**config.mk**
```make
export PLATFORM = sky130hd
export DESIGN_NAME = sck_dev_flat
export DESIGN_NICKNAME = d
export VERILOG_FILES = /design/src/sck_pkg.sv /design/src/sck_if.sv /design/src/sck_dev.sv /design/src/flat_wrapper.sv
export VERILOG_INCLUDE_DIRS = /design/src
export SDC_FILE = /design/constraint.sdc
export NUM_CORES = 1
export LEC_CHECK = 0
export BUFFER_PORTS_ARGS = -buffer_cell sky130_fd_sc_hd__buf_2
export CORE_UTILIZATION = 52
export DETAILED_ROUTE_END_ITERATION = 16
export GPL_TIMING_DRIVEN = 0
export PLACE_DENSITY = 0.77
export SLEW_MARGIN = 25
export SYNTH_ARGS = -nofsm -noshare
export SYNTH_HDL_FRONTEND = slang
export SYNTH_SLANG_ARGS = --single-unit
```
**constraint.sdc**
```tcl
create_clock -name clock -period 2.7 [get_ports clock]
set_clock_uncertainty 0.1 [all_clocks]
set_input_delay 0.27 -clock clock [delete_from_list [all_inputs] [get_ports clock]]
set_output_delay 0.27 -clock clock [all_outputs]
set_load 0.02 [all_outputs]
```
**src/sck_params.svh**
```systemverilog
`ifndef SCK_PARAMS_SVH
`define SCK_PARAMS_SVH

// ----------------------------------------------------------------
// Widths
// ----------------------------------------------------------------
`define SCK_BA_W        3
`define SCK_A_W         15
`define SCK_NBANK       8
`define SCK_CNT_W       10

// ----------------------------------------------------------------
// Field positions and encodings
// ----------------------------------------------------------------
`define SCK_AP_BIT      10
`define SCK_BC_BIT      12
`define SCK_MR_BL_OTF   2'h1
`define SCK_MR_BL_BC4   2'h2
`define SCK_MR_RST      15'h0000

// ----------------------------------------------------------------
// Timing counts in clock cycles (nCK)
// ----------------------------------------------------------------
`define SCK_TCKE_NCK    10'h003
`define SCK_TXP_NCK     10'h003
`define SCK_TXS_NCK     10'h018
`define SCK_TXSDLL_NCK  10'h200
`define SCK_TWRSRX_NCK  10'h200
`define SCK_XS_CAP      10'h200
`define SCK_TMRD_NCK    10'h004
`define SCK_TMOD_NCK    10'h00C
`define SCK_TRP_NCK     10'h006
`define SCK_TRFC_NCK    10'h02C
`define SCK_SREF_NCK    10'h010
`define SCK_BL8_NCK     3'h4
`define SCK_BC4_NCK     3'h2

`endif

```
**src/sck_pkg.sv**
```systemverilog
package sck_pkg;

  // ----------------------------------------------------------------
  // Command codes: for codes 0 to 7 the low three bits are {ras_n, cas_n, we_n}
  // ----------------------------------------------------------------
  typedef enum logic [3:0] {
    cmd_mrs = 4'h0, cmd_ref = 4'h1, cmd_pre = 4'h2, cmd_act = 4'h3,
    cmd_wr  = 4'h4, cmd_rd  = 4'h5, cmd_zq  = 4'h6, cmd_nop = 4'h7,
    cmd_sre = 4'h8, cmd_srx = 4'h9, cmd_pde = 4'hA, cmd_pdx = 4'hB
  } sck_cmd_t;

  // ----------------------------------------------------------------
  // Device states
  // ----------------------------------------------------------------
  typedef enum logic [8:0] {
    st_idle    = 9'h001, st_active = 9'h002, st_read   = 9'h004,
    st_write   = 9'h008, st_prech  = 9'h010, st_refresh = 9'h020,
    st_pd_pre  = 9'h040, st_pd_act = 9'h080, st_self_ref = 9'h100
  } sck_dstate_t;

  // ----------------------------------------------------------------
  // Controller power states
  // ----------------------------------------------------------------
  typedef enum logic [2:0] {
    cs_up = 3'h1, cs_pd = 3'h2, cs_sr = 3'h4
  } sck_cstate_t;

  // Deselect decodes as no-operation
  function automatic sck_cmd_t sck_decode(input logic cs_n,
                                          input logic [2:0] rcw);
    if (cs_n)
      return cmd_nop;
    return sck_cmd_t'({1'b0, rcw});
  endfunction

endpackage

```
**src/sck_if.sv**
```systemverilog
`timescale 1ns/1ps
`include "sck_params.svh"

interface sck_if;
  logic                  reset_n;
  logic                  cke;
  logic                  cs_n;
  logic                  ras_n;
  logic                  cas_n;
  logic                  we_n;
  logic                  odt;
  logic [`SCK_BA_W-1:0]  ba;
  logic [`SCK_A_W-1:0]   addr;

  modport ctl (output reset_n, cke, cs_n, ras_n, cas_n, we_n, odt,
               output ba, addr);
  modport dev (input reset_n, cke, cs_n, ras_n, cas_n, we_n, odt,
               input ba, addr);
endinterface

```
**src/sck_dev.sv**
```systemverilog
`timescale 1ns/1ps
`include "sck_params.svh"

module sck_dev (
  input  logic                   clock,
  input  logic                   nrst,
  sck_if.dev                     mem,
  output sck_pkg::sck_dstate_t   state_o,
  output logic [`SCK_NBANK-1:0]  bank_open_o,
  output logic [2:0]             burst_left_o,
  output logic                   idle_o,
  output logic                   odt_en_o,
  output logic                   sref_tick_o
);
  import sck_pkg::*;

  // ----------------------------------------------------------------
  // Helpers
  // ----------------------------------------------------------------
  function automatic logic [`SCK_NBANK-1:0] bank_bit(
      input logic [`SCK_BA_W-1:0] b);
    return 8'h01 << b;
  endfunction

  function automatic logic [2:0] burst_cycles(input logic [1:0] mode,
                                              input logic bc);
    if (mode == `SCK_MR_BL_OTF)
      return bc ? `SCK_BL8_NCK : `SCK_BC4_NCK;
    if (mode == `SCK_MR_BL_BC4)
      return `SCK_BC4_NCK;
    return `SCK_BL8_NCK;
  endfunction

  // ----------------------------------------------------------------
  // Registers
  // ----------------------------------------------------------------
  sck_dstate_t               state_reg;
  sck_dstate_t               run_next;
  logic                      cke_prev_reg;
  logic [`SCK_NBANK-1:0]     bank_open_reg;
  logic [2:0]                burst_reg;
  logic                      burst_wr_reg;
  logic                      burst_ap_reg;
  logic [`SCK_BA_W-1:0]      burst_ba_reg;
  logic [`SCK_CNT_W-1:0]     timer_reg;
  logic [`SCK_CNT_W-1:0]     sref_cnt_reg;
  logic [`SCK_A_W-1:0]       mr_reg [0:3];
  logic                      idle_reg;
  logic                      odt_en_reg;
  logic                      sref_tick_reg;

  sck_cmd_t                  cmd;
  logic                      ce_fall;
  logic                      ce_rise;
  logic                      ce_high;
  logic                      nopish;
  logic                      quiet;
  logic                      bursting;
  logic                      idle_base;
  logic                      go;
  logic                      take_rw;
  logic                      ref_ok;
  logic                      pre_ok;
  logic                      act_ok;
  logic                      mrs_ok;
  logic                      pd_exit;
  logic                      sr_exit;
  logic                      sr_enter;
  logic [`SCK_NBANK-1:0]     ap_close;
  logic [`SCK_NBANK-1:0]     banks_after;

  // ----------------------------------------------------------------
  // Decode
  // ----------------------------------------------------------------
  assign cmd = sck_decode(mem.cs_n,
                          {mem.ras_n, mem.cas_n, mem.we_n});
  assign nopish    = (cmd == cmd_nop);
  assign ce_fall   = cke_prev_reg & ~mem.cke;
  assign ce_rise   = ~cke_prev_reg & mem.cke;
  assign ce_high   = cke_prev_reg & mem.cke;
  assign quiet     = state_reg inside {st_pd_pre, st_pd_act, st_self_ref};
  assign bursting  = (burst_reg != 3'h0);
  assign ap_close  = (bursting && burst_ap_reg && burst_reg == 3'h1) ?
                     bank_bit(burst_ba_reg) : 8'h00;
  assign banks_after = bank_open_reg &
                       ~((bursting && burst_ap_reg) ?
                         bank_bit(burst_ba_reg) : 8'h00);
  assign idle_base = (bank_open_reg == 8'h00) && !bursting &&
                     (timer_reg == 10'h000) && !quiet;
  // Commands other than power-down and self refresh entry and exit act only when clocked in, awake and timing met
  assign go      = ce_high && !quiet && (timer_reg == 10'h000);
  assign take_rw = go && (cmd == cmd_rd || cmd == cmd_wr) && !bursting &&
                   bank_open_reg[mem.ba];
  assign ref_ok  = go && (cmd == cmd_ref) && (bank_open_reg == 8'h00) &&
                   !bursting;
  assign pre_ok  = go && (cmd == cmd_pre);
  assign act_ok  = go && (cmd == cmd_act) && !bank_open_reg[mem.ba];
  assign mrs_ok  = go && (cmd == cmd_mrs) && idle_base && !mem.ba[2];
  assign pd_exit = (state_reg inside {st_pd_pre, st_pd_act}) &&
                   ce_rise && nopish;
  assign sr_exit = (state_reg == st_self_ref) && mem.cke;
  assign sr_enter = ce_fall && (cmd == cmd_ref) && idle_base;

  always_comb begin
    if (take_rw)
      run_next = (cmd == cmd_wr) ? st_write : st_read;
    else if (pre_ok)
      run_next = st_prech;
    else if (ref_ok)
      run_next = st_refresh;
    else if (bursting && burst_reg != 3'h1)
      run_next = state_reg;
    else if (timer_reg > 10'h001 &&
             (state_reg == st_prech || state_reg == st_refresh))
      run_next = state_reg;
    else if (|(bank_open_reg & ~ap_close) || act_ok)
      run_next = st_active;
    else
      run_next = st_idle;
  end

  // ----------------------------------------------------------------
  // Power state machine
  // ----------------------------------------------------------------
  always_ff @(posedge clock or negedge mem.reset_n) begin
    if (!mem.reset_n) begin
      state_reg <= st_idle;
    end else if (!nrst) begin
      state_reg <= st_idle;
    end else begin
      case (state_reg)
        st_pd_pre, st_pd_act: begin
          if (pd_exit)
            state_reg <= (|bank_open_reg) ? st_active : st_idle;
        end
        st_self_ref: begin
          if (sr_exit)
            state_reg <= st_idle;
        end
        st_idle, st_active, st_read, st_write, st_prech,
        st_refresh: begin
          if (sr_enter)
            state_reg <= st_self_ref;
          else if (ce_fall && nopish)
            state_reg <= (|banks_after) ? st_pd_act : st_pd_pre;
          else if (ce_high)
            state_reg <= run_next;
        end
        default: state_reg <= st_idle;
      endcase
    end
  end

  // ----------------------------------------------------------------
  // CKE history, idle flag, ODT gate, self refresh ticks
  // ----------------------------------------------------------------
  always_ff @(posedge clock or negedge mem.reset_n) begin
    if (!mem.reset_n) begin
      cke_prev_reg  <= 1'b0;
      idle_reg      <= 1'b0;
      odt_en_reg    <= 1'b0;
      sref_cnt_reg  <= 10'h000;
      sref_tick_reg <= 1'b0;
    end else if (!nrst) begin
      cke_prev_reg  <= 1'b0;
      idle_reg      <= 1'b0;
      odt_en_reg    <= 1'b0;
      sref_cnt_reg  <= 10'h000;
      sref_tick_reg <= 1'b0;
    end else begin
      cke_prev_reg  <= mem.cke;
      idle_reg      <= idle_base && ce_high;
      odt_en_reg    <= mem.odt && !sr_enter &&
                       (state_reg != st_self_ref);
      sref_tick_reg <= 1'b0;
      if (state_reg == st_self_ref) begin
        if (sref_cnt_reg == `SCK_SREF_NCK - 10'h001) begin
          sref_cnt_reg  <= 10'h000;
          sref_tick_reg <= 1'b1;
        end else begin
          sref_cnt_reg <= sref_cnt_reg + 10'h001;
        end
      end else begin
        sref_cnt_reg <= 10'h000;
      end
    end
  end

  // ----------------------------------------------------------------
  // Bank tracking
  // ----------------------------------------------------------------
  always_ff @(posedge clock or negedge mem.reset_n) begin
    if (!mem.reset_n) begin
      bank_open_reg <= 8'h00;
    end else if (!nrst) begin
      bank_open_reg <= 8'h00;
    end else if (act_ok) begin
      bank_open_reg <= (bank_open_reg & ~ap_close) |
                       bank_bit(mem.ba);
    end else if (pre_ok) begin
      bank_open_reg <= mem.addr[`SCK_AP_BIT] ? 8'h00 :
                       (bank_open_reg & ~ap_close & ~bank_bit(mem.ba));
    end else begin
      bank_open_reg <= bank_open_reg & ~ap_close;
    end
  end

  // ----------------------------------------------------------------
  // Burst counter: nothing cuts a burst short
  // ----------------------------------------------------------------
  always_ff @(posedge clock or negedge mem.reset_n) begin
    if (!mem.reset_n) begin
      burst_reg    <= 3'h0;
      burst_wr_reg <= 1'b0;
      burst_ap_reg <= 1'b0;
      burst_ba_reg <= 3'h0;
    end else if (!nrst) begin
      burst_reg    <= 3'h0;
      burst_wr_reg <= 1'b0;
      burst_ap_reg <= 1'b0;
      burst_ba_reg <= 3'h0;
    end else if (take_rw) begin
      burst_reg    <= burst_cycles(mr_reg[0][1:0],
                                   mem.addr[`SCK_BC_BIT]);
      burst_wr_reg <= (cmd == cmd_wr);
      burst_ap_reg <= mem.addr[`SCK_AP_BIT];
      burst_ba_reg <= mem.ba;
    end else if (bursting) begin
      burst_reg <= burst_reg - 3'h1;
    end
  end

  // ----------------------------------------------------------------
  // Command and exit timing
  // ----------------------------------------------------------------
  always_ff @(posedge clock or negedge mem.reset_n) begin
    if (!mem.reset_n) begin
      timer_reg <= 10'h000;
    end else if (!nrst) begin
      timer_reg <= 10'h000;
    end else if (sr_exit) begin
      timer_reg <= `SCK_TXS_NCK;
    end else if (pd_exit) begin
      // Keep a longer pending wait running
      timer_reg <= (timer_reg > `SCK_TXP_NCK) ? timer_reg - 10'h001 :
                   `SCK_TXP_NCK;
    end else if (pre_ok) begin
      timer_reg <= `SCK_TRP_NCK;
    end else if (ref_ok) begin
      timer_reg <= `SCK_TRFC_NCK;
    end else if (mrs_ok) begin
      timer_reg <= `SCK_TMOD_NCK;
    end else if (timer_reg != 10'h000) begin
      timer_reg <= timer_reg - 10'h001;
    end
  end

  // ----------------------------------------------------------------
  // Mode registers
  // ----------------------------------------------------------------
  always_ff @(posedge clock or negedge mem.reset_n) begin
    if (!mem.reset_n) begin
      for (int i = 0; i < 4; i++)
        mr_reg[i] <= `SCK_MR_RST;
    end else if (!nrst) begin
      for (int i = 0; i < 4; i++)
        mr_reg[i] <= `SCK_MR_RST;
    end else if (mrs_ok) begin
      mr_reg[mem.ba[1:0]] <= mem.addr;
    end
  end

  // ----------------------------------------------------------------
  // Outputs
  // ----------------------------------------------------------------
  assign state_o      = state_reg;
  assign bank_open_o  = bank_open_reg;
  assign burst_left_o = burst_reg;
  assign idle_o       = idle_reg;
  assign odt_en_o     = odt_en_reg;
  assign sref_tick_o  = sref_tick_reg;

endmodule // sck_dev

```
**src/flat_wrapper.sv**
```systemverilog
// flat-port wrapper written by rule: the top's interface ports become plain ports
module sck_dev_flat import sck_pkg::*;
  (clock, nrst, state_o, bank_open_o, burst_left_o, idle_o, odt_en_o, sref_tick_o, mem_reset_n, mem_cke, mem_cs_n, mem_ras_n, mem_cas_n, mem_we_n, mem_odt, mem_ba, mem_addr);
  sck_if mem_i ();
  input  logic clock;
  input  logic nrst;
  output sck_pkg::sck_dstate_t state_o;
  output logic [`SCK_NBANK-1:0] bank_open_o;
  output logic [2:0] burst_left_o;
  output logic idle_o;
  output logic odt_en_o;
  output logic sref_tick_o;
  input wire logic [$bits(mem_i.reset_n)-1:0] mem_reset_n;
  input wire logic [$bits(mem_i.cke)-1:0] mem_cke;
  input wire logic [$bits(mem_i.cs_n)-1:0] mem_cs_n;
  input wire logic [$bits(mem_i.ras_n)-1:0] mem_ras_n;
  input wire logic [$bits(mem_i.cas_n)-1:0] mem_cas_n;
  input wire logic [$bits(mem_i.we_n)-1:0] mem_we_n;
  input wire logic [$bits(mem_i.odt)-1:0] mem_odt;
  input wire logic [$bits(mem_i.ba)-1:0] mem_ba;
  input wire logic [$bits(mem_i.addr)-1:0] mem_addr;
  assign mem_i.reset_n = mem_reset_n;
  assign mem_i.cke = mem_cke;
  assign mem_i.cs_n = mem_cs_n;
  assign mem_i.ras_n = mem_ras_n;
  assign mem_i.cas_n = mem_cas_n;
  assign mem_i.we_n = mem_we_n;
  assign mem_i.odt = mem_odt;
  assign mem_i.ba = mem_ba;
  assign mem_i.addr = mem_addr;
  sck_dev u_core (.clock(clock), .nrst(nrst), .mem(mem_i), .state_o(state_o), .bank_open_o(bank_open_o), .burst_left_o(burst_left_o), .idle_o(idle_o), .odt_en_o(odt_en_o), .sref_tick_o(sref_tick_o));
endmodule
```
==> reports/metrics.yaml <==
run_status:
  status: "complete, but fails checks"
  violations: "setup timing"
power_and_ir_drop:
  power-per-cell-area_nw_per_um2: 702
  finalPower_mw: 2.99
  leakagePower_nw: 1.94
  peakVddDrop_mv: 0.406
  internal_power_mw: 1.81
  p_clk_frac: 0.185
  p_seq_frac: 0.322
  combPwrFrac: 0.493
  p_sw_mw: 1.18
  swShare: 0.395
global_route:
  top_usage_layer: "met2"
  grt_pass1_wl_um: 15200
  grt_pass1_vias: 3154
  grtUsageMet2: 0.455
  grtUsageTotal: 0.298
  overflow: 0
  use_met1: 0.407
  grt_max_degree: 51
  grt_use_met3: 0.0615
  antenna_found_initial: 0
synth:
  synthArstFlopShare: 1.00
  synth_edf_count: 0
  synth_seq_area_share: 0.373
  yosys_most_used_dff: "dfrtp_1"
  yosys_warnings: 0
  synth-seq-cells: 50
  netlist_area_um2: 3360
  yosysUniqueCellTypes: 55
  syn_nets: 423
  synthCells: 389
  syn_avg_cell_area_um2: 8.63
floorplanning:
  die_w_um: 82.3
  start_util: 0.554
  pin_count: 50
  rows: 28
  core_area_um2: 6060
  dieArea_um2: 6780
  die_h_um: 82.3
cts:
  cts.sinks: 50
  clockBufferDepth: 2
  cts_tree: "done"
  cts_inserted_buffers: 5
  ctsRootBufferMaster: "clkbuf_8"
  clkLatencyLatePin_ns: 0.32
  clkTransAtPathRegs_ns: 0.10
  htree_num_levels: 2
final_layout:
  diodes: 0
  seq_area_um2: 1260
  final_cell_mix: "nand2_1, dfrtp_1, nor2_1"
  syn_to_final_growth_pct: 26.9
  multiInputGateArea_um2: 2230
  finalInstanceArea_um2: 4260
  fin_cells: 538
  final_net_count: 496
  utilization: 0.703
  drive_above_1_share: 0.285
  fillCellCount: 432
placed_design:
  dp.cells: 499
  place.gp.congestion: 0.970
  place_area_um2: 3650
  dp_hpwl_um: 6420
  io_buffer_count: 35
timing:
  setup_violations: 14
  fmax_ghz: 0.355
  worst_slew_pin_slew_ns: 0.652
  slew-limit-headroom: 0.562
  slew_viol_final: 0
  finalCritPeriodShare: 1.04
  finalHoldViolations: 0
  fin_ws_ns: -0.120
  fin_crit_ns: 2.82
  rsz0062_at_grt: "yes"
  fin_setup_tns_ns: -0.768
worst_setup_path:
  crit_path_end_kind: "register"
  required_ns: 2.85
  crit_arrival_ns: 2.97
  cp-start-kind: "register"
  worstPathMaxFanout: 4
  critPathKind: "reg -> reg"
route:
  routedWlPerCell_um: 18.6
  detail_route.first_pass.iterations: 5
  viasPerCell: 6.39
  vias: 3438
  first_iter_violations: 361
  drc: 0
  drt-total-wl_um: 10000
  antenna_left: 0
min_path:
  hp-class: "in -> reg"
job:
  cap_violations: 0
[what timing repair did]
item / CTS / global route
pin swaps: 17 / 22
setup buffers: 21 / 13
setup endpoints to repair: 30 / 30
gates resized for setup: 28 / 35
endpoints found under the hold margin: 49 / 0
hold buffers: 1 / 0
[layout make-up]
class                   count  share of cell area
plain buffers              15              0.0200
clock buffers               5              0.0162
clock inverters             3              0.0106
inverters                  12              0.0112
multi-input cells         310               0.523
flip-flops and latches     50               0.295
well taps                  75              0.0220
repair buffers             68               0.102
[critical path: stages, from the launching register on]
cell and delay, ns:
dfrtp_2 0.44, inv_4 0.09, ha_4 0.15, nor4b_2 0.42, nand4_1 0.25, a211oi_1 0.33
and4bb_2 0.34, a31oi_4 0.25, buf_4 0.17, o21ai_0 0.06, a21oi_1 0.14
[logic make-up (layout without fill, tap and decap cells)]
kind of cell,Yosys count,in the layout,synth area share
AO/OA/AOI/OAI,79,79,0.174
XOR/XNOR,19,19,0.0496
adder cells (fa/ha/maj),7,7,0.0261
buffers and inverters,29,103,0.0332
flip-flops,50,50,0.373
multiplexers,11,11,0.0328
AND/OR/NAND/NOR,194,194,0.312
[layer usage]
| metal | wire, um | up-vias | share of wire |
|---|---|---|---|
| met4 | 272 | 0 | 0.027 |
| met5 | 0 | - | 0 |
| li1 | - | 1552 | - |
| met2 | 4660 | 209 | 0.46 |
| met3 | 874 | 32 | 0.087 |
| met1 | 4220 | 1645 | 0.42 |
[cell usage after synthesis, types with 2 or more instances]
cell type / number / area share
clkbuf_1: 15 / 0.017
o21ai_0: 21 / 0.031
dfrtp_1: 49 / 0.37
and2_1: 9 / 0.017
nor3b_1: 4 / 0.0089
and3_1: 12 / 0.022
o21a_1: 10 / 0.022
a31oi_1: 4 / 0.0075
nor4_1: 8 / 0.015
nor2b_1: 7 / 0.013
nor4b_1: 5 / 0.013
nand3b_1: 2 / 0.0045
nor3_1: 6 / 0.0089
a2111o_1: 2 / 0.0067
o31ai_1: 5 / 0.011
o41ai_1: 3 / 0.0078
inv_1: 12 / 0.013
a21oi_1: 9 / 0.013
o32ai_1: 4 / 0.010
or4_1: 5 / 0.011
buf_2: 2 / 0.0030
or4_4: 4 / 0.013
nand3_1: 15 / 0.022
and4_1: 2 / 0.0052
nand2_1: 47 / 0.053
nand4_1: 6 / 0.011
nor2_1: 43 / 0.048
ha_1: 7 / 0.026
or3b_2: 2 / 0.0052
xor2_1: 11 / 0.029
or3_1: 5 / 0.0093
a21boi_0: 5 / 0.011
o2bb2ai_1: 3 / 0.0078
xnor2_1: 8 / 0.021
mux2i_1: 11 / 0.033
nand2b_1: 6 / 0.011
a211oi_1: 2 / 0.0045
[metrics by stage]
step | worst slack (ns) | hold slack, ns
after global routing | -0.174 | 0.0832
after CTS | -0.119 | 0.0638
after floorplan | -0.00368 | -0.126
final | -0.120 | 0.0622
after detailed placement | -0.296 | 0.249
after global placement | -0.269 | 0.376
[path summary, 6_finish.rpt]
kind	to	depth (start not counted)	slack [ns]	start
min in group asynchronous	u_core.burst_left_o[0]	2	0.42	mem_reset_n
max	u_core.state_o[1]	10	-0.12	u_core.burst_left_o[1]
max in group asynchronous	u_core.state_o[3]	2	1.62	mem_reset_n
min reg2reg	u_core.sref_cnt_reg[0]	1	0.43	u_core.sref_cnt_reg[0]
min	u_core.odt_en_o	3	0.06	mem_odt
max reg2reg	u_core.state_o[1]	10	-0.12	u_core.burst_left_o[1]
[power groups by stage]
stage | Combinational (mW) | Sequential, mW | Clock [mW]
after global placement | 1.03 | 0.981 | 0
after detailed placement | 1.06 | 0.985 | 0
after CTS | 1.30 | 0.949 | 0.558
after global routing | 1.60 | 0.978 | 0.585
after floorplan | 0.789 | 0.996 | 0
final | 1.47 | 0.964 | 0.552
Power figures use the tool's default switching activity.
